$ cat src/core/wds_pkg.sv
// constants for the watchdog and supply supervisor
package wds_pkg;
    // register indexes on the 4-bit address
    localparam logic [3:0] FLAGS_IDX = 4'h0;
    localparam logic [3:0] INTR_IDX = 4'h6;
    localparam logic [3:0] WDT_IDX = 4'h7;
    // field positions
    localparam int FLAG_BIT = 7;
    localparam int STEER_BIT = 7;
    localparam int MULT_LSB = 2;
    localparam int ALARM_EN_BIT = 7;
    localparam int ALARM_BKUP_BIT = 5;
    // reset values
    localparam logic [7:0] WDT_RST = 8'h00;
    localparam logic [7:0] INTR_RST = 8'h00;
    // resolution codes
    localparam logic [1:0] RES_16TH = 2'h0;
    localparam logic [1:0] RES_QTR = 2'h1;
    localparam logic [1:0] RES_ONE = 2'h2;
    localparam logic [1:0] RES_FOUR = 2'h3;
    // step lengths in sixteenth-second ticks
    localparam logic [6:0] STEP_16TH = 7'h01;
    localparam logic [6:0] STEP_QTR = 7'h04;
    localparam logic [6:0] STEP_ONE = 7'h10;
    localparam logic [6:0] STEP_FOUR = 7'h40;
    // timebase
    localparam int OSC_HZ = 32768;
    localparam int TICK_HZ = 16;
    localparam int TICK_DIV = OSC_HZ / TICK_HZ;
    // core clock and supply periods
    localparam int CLK_KHZ = 100000;
    localparam int REC_TIME_MS = 2;
    localparam int RPU_TIME_MS = 200;
    localparam int REC_CYC = REC_TIME_MS * CLK_KHZ;
    localparam int RPU_CYC = RPU_TIME_MS * CLK_KHZ;
    // pin sampler width
    localparam int PIN_W = 19;
    // supply states
    typedef enum logic [1:0] {
        PS_UP = 2'b00,
        PS_RUN = 2'b01,
        PS_FAIL = 2'b10
    } wds_pwr_t;
endpackage : wds_pkg

$ cat src/core/wds_top.sv
// watchdog timer and supply supervisor behind an asynchronous register port
`timescale 1ns/1ps
`default_nettype none
module wds_top #(
    parameter int REC_CYCLES = wds_pkg::REC_CYC,
    parameter int RPU_CYCLES = wds_pkg::RPU_CYC
) (
    input wire logic core_clk, // 100 MHz core clock
    input wire logic rst_n, // power-on reset
    input wire logic osc_32k, // oscillator pin
    input wire logic supply_ok, // supply above trip
    input wire logic supply_above_batt, // supply above battery
    input wire logic clk_sel_n, // clock select
    input wire logic mem_sel_n, // memory select
    input wire logic wr_en_n, // write enable
    input wire logic out_en_n, // output enable
    input wire logic [3:0] addr, // register address
    input wire logic [7:0] dq_in, // data pins in
    output logic [7:0] dq_out, // data pins out
    output logic dq_oe, // data pins driven
    output logic interrupt_test_out_n, // open-drain level
    output logic interrupt_test_oe, // pull low
    output logic supply_reset_out_n, // open-drain level
    output logic supply_reset_oe // pull low
);
    import wds_pkg::*;

    // three-stage pin sampler with agree filter
    logic [PIN_W-1:0] pin_raw, s1, s2, s3, filt, next_filt;
    assign pin_raw = {osc_32k, supply_ok, supply_above_batt, clk_sel_n,
                      mem_sel_n, wr_en_n, out_en_n, addr, dq_in};
    always_comb begin
        next_filt = ((s2 ~^ s3) & s2) | ((s2 ^ s3) & filt);
    end
    always_ff @(posedge core_clk) begin
        if (!rst_n) begin
            s1 <= '0;
            s2 <= '0;
            s3 <= '0;
            filt <= '0;
        end else begin
            s1 <= pin_raw;
            s2 <= s1;
            s3 <= s2;
            filt <= next_filt;
        end
    end

    logic osc_f, ok_f, above_f, cs_f, ce_f, we_f, oe_f;
    logic [3:0] addr_f;
    logic [7:0] din_f;
    assign {osc_f, ok_f, above_f, cs_f, ce_f, we_f, oe_f, addr_f,
            din_f} = filt;

    // supply state, hold counter, write protect
    wds_pwr_t pst, next_pst;
    logic [31:0] hold_cnt, next_hold_cnt;
    logic prot, next_prot, next_rst_drv, pwr_new;
    always_comb begin
        next_pst = pst;
        next_hold_cnt = hold_cnt;
        pwr_new = 1'b0;
        case (pst)
            PS_UP: begin
                if (!ok_f) begin
                    next_hold_cnt = '0;
                end else if (hold_cnt >= 32'(RPU_CYCLES)) begin
                    next_pst = PS_RUN;
                end else begin
                    next_hold_cnt = hold_cnt + 32'h1;
                end
            end
            PS_RUN: begin
                if (!ok_f) begin
                    next_pst = PS_FAIL;
                end
            end
            PS_FAIL: begin
                if (!above_f) begin
                    next_pst = PS_UP;
                    next_hold_cnt = '0;
                    pwr_new = 1'b1;
                end
            end
            default: begin
                next_pst = PS_UP;
                next_hold_cnt = '0;
            end
        endcase
        // protect at once on low supply, release after recovery
        next_prot = !ok_f || (pst == PS_FAIL) ||
            (pst == PS_UP && hold_cnt < 32'(REC_CYCLES));
        next_rst_drv = (next_pst != PS_RUN);
    end
    always_ff @(posedge core_clk) begin
        if (!rst_n) begin
            pst <= PS_UP;
            hold_cnt <= '0;
            prot <= 1'b1;
        end else begin
            pst <= next_pst;
            hold_cnt <= next_hold_cnt;
            prot <= next_prot;
        end
    end

    // bus cycle decode, memory select must stay high
    logic acc, rd_act, wr_act, rd_q, wr_q, rd_start, wr_end;
    logic [3:0] wa_q;
    logic [7:0] wd_q;
    assign acc = !prot && ok_f && !cs_f && ce_f;
    assign rd_act = acc && we_f && !oe_f;
    assign wr_act = acc && !we_f;
    assign rd_start = rd_act && !rd_q;
    assign wr_end = wr_q && !wr_act && !prot && ok_f;
    always_ff @(posedge core_clk) begin
        if (!rst_n) begin
            rd_q <= 1'b0;
            wr_q <= 1'b0;
            wa_q <= '0;
            wd_q <= '0;
        end else begin
            rd_q <= rd_act;
            wr_q <= wr_act;
            wa_q <= wr_act ? addr_f : wa_q;
            wd_q <= wr_act ? din_f : wd_q;
        end
    end

    logic wdt_acc, flag_rd;
    assign wdt_acc = (rd_start && addr_f == WDT_IDX) ||
                     (wr_end && wa_q == WDT_IDX);
    assign flag_rd = rd_start && addr_f == FLAGS_IDX;

    // control registers
    logic [7:0] wdt_ctrl, next_wdt_ctrl, intr_reg, next_intr_reg;
    always_comb begin
        next_wdt_ctrl = wdt_ctrl;
        next_intr_reg = intr_reg;
        if (pwr_new) begin
            next_wdt_ctrl = WDT_RST;
            next_intr_reg = INTR_RST;
        end else if (wr_end && wa_q == WDT_IDX) begin
            next_wdt_ctrl = wd_q;
        end else if (wr_end && wa_q == INTR_IDX) begin
            next_intr_reg = wd_q;
        end
    end

    logic steer;
    logic [4:0] mult;
    logic [1:0] res;
    assign steer = wdt_ctrl[STEER_BIT];
    assign mult = wdt_ctrl[MULT_LSB +: 5];
    assign res = wdt_ctrl[1:0];

    // sixteenth-second base tick from oscillator edges
    logic osc_q, tick;
    logic [10:0] div_cnt, next_div_cnt;
    always_comb begin
        tick = 1'b0;
        next_div_cnt = div_cnt;
        if (osc_f && !osc_q) begin
            if (div_cnt == 11'(TICK_DIV - 1)) begin
                next_div_cnt = '0;
                tick = 1'b1;
            end else begin
                next_div_cnt = div_cnt + 11'h1;
            end
        end
    end

    // step length per resolution code
    logic [6:0] step_len;
    always_comb begin
        case (res)
            RES_16TH: step_len = STEP_16TH;
            RES_QTR: step_len = STEP_QTR;
            RES_ONE: step_len = STEP_ONE;
            RES_FOUR: step_len = STEP_FOUR;
            default: step_len = STEP_16TH;
        endcase
    end

    // step and multiplier counters, timeout detect
    logic [6:0] step_cnt, next_step_cnt;
    logic [4:0] unit_cnt, next_unit_cnt;
    logic timeout;
    always_comb begin
        next_step_cnt = step_cnt;
        next_unit_cnt = unit_cnt;
        timeout = 1'b0;
        if (wdt_acc || pwr_new || mult == 5'h0) begin
            next_step_cnt = '0;
            next_unit_cnt = '0;
        end else if (tick) begin
            if (step_cnt == step_len - 7'h1) begin
                next_step_cnt = '0;
                if (unit_cnt == mult - 5'h1) begin
                    next_unit_cnt = '0;
                    timeout = 1'b1;
                end else begin
                    next_unit_cnt = unit_cnt + 5'h1;
                end
            end else begin
                next_step_cnt = step_cnt + 7'h1;
            end
        end
    end

    // timeout flag and interrupt, a new timeout beats a clear
    logic timeout_flag, next_timeout_flag, irq, next_irq;
    always_comb begin
        next_timeout_flag = timeout_flag;
        next_irq = irq;
        if (flag_rd || pwr_new) begin
            next_timeout_flag = 1'b0;
        end
        if (flag_rd || wdt_acc || pwr_new) begin
            next_irq = 1'b0;
        end
        if (timeout) begin
            next_timeout_flag = 1'b1;
            next_irq = !steer;
        end
    end

    // read data and pin drive
    logic [7:0] rd_val, next_dq_out;
    logic next_dq_oe;
    always_comb begin
        case (addr_f)
            FLAGS_IDX: rd_val = {timeout_flag, 7'h00};
            INTR_IDX: rd_val = intr_reg;
            WDT_IDX: rd_val = wdt_ctrl;
            default: rd_val = 8'h00;
        endcase
        next_dq_oe = rd_act;
        next_dq_out = rd_act ? rd_val : 8'h00;
    end

    always_ff @(posedge core_clk) begin
        if (!rst_n) begin
            wdt_ctrl <= WDT_RST;
            intr_reg <= INTR_RST;
            osc_q <= 1'b0;
            div_cnt <= '0;
            step_cnt <= '0;
            unit_cnt <= '0;
            timeout_flag <= 1'b0;
            irq <= 1'b0;
            dq_out <= 8'h00;
            dq_oe <= 1'b0;
        end else begin
            wdt_ctrl <= next_wdt_ctrl;
            intr_reg <= next_intr_reg;
            osc_q <= osc_f;
            div_cnt <= next_div_cnt;
            step_cnt <= next_step_cnt;
            unit_cnt <= next_unit_cnt;
            timeout_flag <= next_timeout_flag;
            irq <= next_irq;
            dq_out <= next_dq_out;
            dq_oe <= next_dq_oe;
        end
    end

    // open-drain outputs: level flops stay low, enables pull
    always_ff @(posedge core_clk) begin
        if (!rst_n) begin
            interrupt_test_out_n <= 1'b0;
            interrupt_test_oe <= 1'b0;
            supply_reset_out_n <= 1'b0;
            supply_reset_oe <= 1'b1;
        end else begin
            interrupt_test_out_n <= 1'b0;
            interrupt_test_oe <= next_irq;
            supply_reset_out_n <= 1'b0;
            supply_reset_oe <= next_rst_drv;
        end
    end
endmodule : wds_top
`default_nettype wire

$ cat config.mk
export PLATFORM = sky130hd
export DESIGN_NAME = wds_top
export DESIGN_NICKNAME = d
export VERILOG_FILES = /design/src/core/wds_pkg.sv /design/src/core/wds_top.sv
export SDC_FILE = /design/constraint.sdc
export NUM_CORES = 1
export LEC_CHECK = 0
export BUFFER_PORTS_ARGS = -buffer_cell sky130_fd_sc_hd__buf_2
export CORE_ASPECT_RATIO = 0.8
export CORE_MARGIN = 1.5
export CORE_UTILIZATION = 35
export CTS_CLUSTER_SIZE = 40
export DETAILED_ROUTE_END_ITERATION = 12
export GPL_TIMING_DRIVEN = 0
export SYNTH_ARGS = -nofsm -noshare
export SYNTH_HDL_FRONTEND = slang
export SYNTH_SLANG_ARGS = --single-unit
$ cat constraint.sdc
create_clock -name core_clk -period 4.5 [get_ports core_clk]
set_input_delay 0.9 -clock core_clk [delete_from_list [all_inputs] [get_ports core_clk]]
set_output_delay 0.9 -clock core_clk [all_outputs]
set_load 0.02 [all_outputs]
# Word-level counts from Yosys, hierarchy flattened
# Cells that the tools add are included.
# Widths: inputs -> output; s select.
op_classes:
  n_bitwise: 8
  n_lt_le_gt_ge: 2
  n_reduce_logical: 45
  shifts: 0
  n_eq_ne: 15
  mul: 0
  n_addsub: 6
  n_mux: 26
  n_div: 0
ops:
  columns: ["op", "count"]
  rows:
  - ["$mux 32", 3]
  - ["$pmux 32 s3", 1]
  - ["$and 19x19->19", 2]
  - ["$add 32x1->32 const B", 1]
  - ["$ge 32x25->1 const B", 1]
  - ["$lt 32x18->1 const B", 1]
  - ["$pmux 7 s4", 1]
  - ["$pmux 8 s3", 1]
  - ["$or 19x19->19", 1]
  - ["$xnor 19x19->19", 1]
  - ["$xor 19x19->19", 1]
  - ["$eq 4x3->1 const B", 4]
  - ["$logic_and 1x1->1", 16]
  - ["$mux 1", 12]
  - ["$add 11x1->11 const B", 1]
  - ["$eq 11x11->1 const B", 1]
  - ["$mux 11", 1]
  - ["$logic_not 1->1", 9]
  - ["$logic_or 1x1->1", 8]
  - ["$mux 2", 4]
  - ["$add 7x1->7 const B", 1]
  - ["$eq 7x7->1", 1]
  - ["$mux 7", 1]
  - ["$sub 7x1->7 const B", 1]
  - ["18 further kinds", 28]
totals:
  word_cells: 123
  rom_bits: 0
  ff_bits: 176
  input_bits: 21
  ram_bits: 0
  latch_bits: 0
  out_inout_bits: 13
  memories: 0

# Longest topological paths before layout
depth:
  ltp_word: 15
  depth_mapped: 7
  depth_no_buf: 7

# Least setup slack after synthesis
# OpenSTA, ideal clock, no wires.
synth_path:
  path_type: "register to register"
  from: "register hold_cnt[18]"
  to: "register hold_cnt[9]"
  t_arrival_ps: 2115
  n_path_buf: 0
  path_slack_ps: 2263
  path_stages_with_launch: 6
  setup_ps: 122
  path_cell_list: "dfxtp_1 -> or4_4 -> o221a_4 -> o311ai_2 -> nand2_2 -> o311a_1"
synth_between:
  elab_chain_cells: 3
synth_lines:
  columns: ["element", "line_no", "source"]
  rows:
  - ["start, declared", "wds_top.sv:57", "logic [31:0] hold_cnt, next_hold_cnt;"]
  - ["start signal, assigned", "wds_top.sv:102", "hold_cnt <= next_hold_cnt;"]
  - ["$ge 32x25->1", "wds_top.sv:67", "end else if (hold_cnt >= 32'(RPU_CYCLES)) begin"]
  - ["$ne 3x3->1 (no source line)", null, null]
  - ["$reduce_and 3->1 (no source line)", null, null]
# Every way passes these cells.
# A chain may end at the register's enable or synchronous reset.

# Worst setup path in the final report
# Same ends and word-level chain as after synthesis.

==> results.sh <==
export IMPL_cts_tree="built"
export IMPL_drc=0
export IMPL_cts_max_path_buffers=2
export IMPL_synth_area_um2=7040
export IMPL_holdBufCountCts=0
export IMPL_synth_area_leaders="dfxtp_1 50%, and2_1 6.5%, ha_1 4.6%, nor2_1 4.2%, a21oi_1 3.6%"
export IMPL_postSynthCellCount=736
export IMPL_crit_path_start_kind="flip-flop"
export IMPL_regMostFlops="hold_cnt"
export IMPL_gp_congestion=0.846
export IMPL_min_period_over_period_pct=60.5
export IMPL_outcome="finished clean"
export IMPL_grtUsageTotal_pct=14.8
export IMPL_row_count=46
export IMPL_io_pins=34
export IMPL_timing_rr_start="hold_cnt[18]$_SDFFE_PN0P_"
export IMPL_switching_share_pct=22.3
export IMPL_ir_drop_v=0.000238
export IMPL_postCtsSetupRepairBufs=0
export IMPL_yosysTopAreaCellShare_pct=50.1
export IMPL_fmax_mhz=367
export IMPL_worst_path_max_delay_cell="o311ai_2"
export IMPL_leakage_nw=3.14
export IMPL_cp_max_fo=9
export IMPL_dr_wl_met3_um=739
export IMPL_internal_power_w=0.00238
export IMPL_coreArea_um2=19700
export IMPL_slew_viol_final=0
export IMPL_io_buffers=31
export IMPL_routed_wl_mm=14.7
export IMPL_synthAdderAreaFrac_pct=4.62
export IMPL_cts_htree_levels=4
export IMPL_comb_power_share_pct=2.0
export IMPL_wl_met2_mm=5.87
export IMPL_path_class="reg2reg"
export IMPL_slowest_delay_ns=0.66
export IMPL_worstSkewPairLatency_ns=0.42
export IMPL_synth_xor_area_share_pct=2.68
export IMPL_setup_viol=0
export IMPL_initial_core_util_pct=35.7
export IMPL_grt_pass1_vias=4729
export IMPL_synth_compound_area_share_pct=12.8
export IMPL_power_w=0.00307
export IMPL_ys_types=66
export IMPL_r2r_worst_path_cells=5
export IMPL_ys_seq_elements=176
export IMPL_cts_buffers=17
export IMPL_vias=5229
export IMPL_synthSimpleGateAreaFrac_pct=24.5
export IMPL_post_cts_resized=0
export IMPL_dr_pass1_iters=5
export IMPL_cp_top_family="compound AO/OA/AOI/OAI gates"
export IMPL_setup_tns_ns=0
export IMPL_layout_drive_gt1_share_pct=11.8
export IMPL_layout_min_cycle_time_ns=2.72
export IMPL_power_density_nw_per_um2=379
export IMPL_nFillCells=1933
export IMPL_cp_depth=5
export IMPL_worst_pin_slew_ns=1.01
export IMPL_avgSynthCellArea_um2=9.56
export IMPL_cp_data_required_time_ns=4.81
export IMPL_via_per_inst=4.91
export IMPL_num_nets_final=834
export IMPL_hold_depth=1
export IMPL_die_w_um=162
export IMPL_skew_ns=0.00891
export IMPL_grt_pass1_wl_mm=24.3
export IMPL_largest_register_ff_count=32
export IMPL_synth_edf_count=0
export IMPL_p_clk_share_pct=46.4
export IMPL_arrival_ns=3.04
export IMPL_n_antenna_cell=0
export IMPL_antenna_found_initial=0
export IMPL_avgRoutedWirePerCell_um=13.8
export IMPL_synth_top_family_by_area="simple AND/OR/NAND/NOR gates"
export IMPL_highest_layer="met4"
export IMPL_drv_cap=0
export IMPL_grt_max_degree=17
export IMPL_reg2reg_to="hold_cnt[9]$_SDFFE_PN0P_"
export IMPL_dieArea_um2=21000
export IMPL_clock_sinks=176
export IMPL_reg2reg_slack_ns=1.78
export IMPL_whs_endpoint="s2[12]$_SDFF_PN0_"
export IMPL_path_cells="or4_4 > o221a_4 > o311ai_2 > nand2_2 > o311a_1"
export IMPL_switching_power_w=0.000685
export IMPL_drtIter0Drc=356
export IMPL_dp_hpwl_mm=10.3
export IMPL_slew_headroom_pct=32.4
export IMPL_synth_top_cell_by_area="dfxtp_1"
export IMPL_synth_warnings=0
export IMPL_grt_overflow_total=0
export IMPL_worstHoldPathType="reg2reg"
export IMPL_cts_root_buf="clkbuf_16"
export IMPL_final_antenna_net_count=0
export IMPL_rsz0062_at_grt="no"
export IMPL_synthMuxAreaShare_pct=2.56
export IMPL_power_frac_seq_pct=51.7
export IMPL_endpoint_kind="flip-flop"
export IMPL_ys_flop_type="dfxtp_1"
export IMPL_die_y_um=130
export IMPL_crit_buf_inv=0
export IMPL_ys_seq_area_share_pct=50.1
export IMPL_clk_pin_slew_ns=0.07
export IMPL_syn2layout_area_growth_pct=15.0
export IMPL_min_from="s1[12]$_SDFF_PN0_"
export IMPL_ys_async_sr_fraction_pct=0
export IMPL_wl_met1_mm=7.93
export IMPL_report_final_hold_viol_count=0
-- cells in the final DEF (no fill, tap or decap), types with 5 or more instances in the layout --
master / count
inv_1: 15
a22oi_1: 7
or3_1: 5
mux2i_1: 18
nand4_1: 21
xor2_1: 9
ha_1: 26
xnor2_1: 10
clkbuf_1: 27
nor3_1: 12
o221a_2: 8
o21ai_0: 10
dfxtp_1: 176
inv_6: 6
clkbuf_16: 17
or4_1: 5
and2_1: 73
nand2_1: 64
and3_1: 9
nor2b_1: 6
a21oi_1: 50
buf_2: 34
nor2_1: 78
nand3_1: 16
a311oi_1: 8
-- synth_stat cells (3+ instances only) --
cell / n
buf_2: 3
or3_1: 5
nor2_1: 78
nand4_1: 21
xor2_1: 9
o221a_2: 8
nand3_1: 16
nor2b_1: 6
nand2b_1: 4
nor4_1: 5
a21bo_2: 3
a31oi_1: 3
and2_1: 73
and4b_1: 4
and4_1: 3
a22oi_1: 7
ha_1: 26
o21ai_0: 10
nor3_1: 12
o21a_1: 3
a21oi_1: 50
nand2_1: 64
a211oi_1: 3
a311oi_1: 8
a21boi_0: 4
and3_1: 9
clkbuf_1: 24
a41oi_1: 3
dfxtp_1: 176
mux2i_1: 18
xnor2_1: 10
or4_1: 5
inv_1: 15
o2111ai_1: 3
or3b_2: 3
-- power by group through the flow --
stage                     Combinational (W)  Sequential [W]  Clock, W
after floorplan                   0.0000371         0.00162         0
after detailed placement          0.0000599         0.00162         0
final                             0.0000601         0.00159   0.00142
after global routing              0.0000688         0.00159   0.00153
after CTS                         0.0000611         0.00159   0.00146
after global placement            0.0000602         0.00162         0
-- layout make-up --
class / instances / area, um2 / area share, %
Sequential cell: 176 / 3520 / 43.5
Multi-Input combinational cell: 515 / 3330 / 41.2
Clock buffer: 20 / 437 / 5.39
Tap cell: 264 / 330 / 4.08
Timing Repair Buffer: 31 / 155 / 1.92
Buffer: 31 / 136 / 1.68
Clock inverter: 12 / 124 / 1.53
Inverter: 15 / 56.3 / 0.696
-- metal layers --
metal  global-route usage (%)  vias to the layer above
met2                     20.7                      139
li1                         -                     2708
met3                     4.35                        8
met1                     21.6                     2374
met4                     4.52                        0
met5                        0                        -
-- stage by stage --
stage	setup WS [ns]	area [um2]	std cells	utilization, %	hold WS [ns]
2_1_floorplan	2.26	7040	737	-	0.412
3_3_place_gp	1.82	7530	1032	38.1	0.414
3_5_place_dp	1.71	7530	1032	38.1	0.418
4_1_cts	1.68	8090	1064	41.0	0.434
5_1_grt	1.73	8100	1064	41.0	0.452
6_report	1.78	8100	1064	41.0	0.432
-- kinds of logic after synthesis --
kind of cell             after synthesis
other                                  1
AO/OA/AOI/OAI                        125
XOR/XNOR                              20
adder cells (fa/ha/maj)               26
AND/OR/NAND/NOR                      324
buffers and inverters                 46
flip-flops                           176
multiplexers                          18
-- how the worst max path moves through the flow --
| stage | startpoint | to | slack [ns] |
|---|---|---|---|
| 2_1_floorplan | hold_cnt[18]$_SDFFE_PN0P_ | hold_cnt[9]$_SDFFE_PN0P_ | 2.26 |
| 3_3_place_gp | hold_cnt[12]$_SDFFE_PN0P_ | hold_cnt[19]$_SDFFE_PN0P_ | 1.82 |
| 3_5_place_dp | hold_cnt[12]$_SDFFE_PN0P_ | hold_cnt[19]$_SDFFE_PN0P_ | 1.71 |
| 4_1_cts | hold_cnt[12]$_SDFFE_PN0P_ | hold_cnt[19]$_SDFFE_PN0P_ | 1.68 |
| 5_1_grt | hold_cnt[18]$_SDFFE_PN0P_ | hold_cnt[9]$_SDFFE_PN0P_ | 1.73 |
| 6_report | hold_cnt[18]$_SDFFE_PN0P_ | hold_cnt[9]$_SDFFE_PN0P_ | 1.78 |
Note: power is estimated with default switching activity, not from simulation.
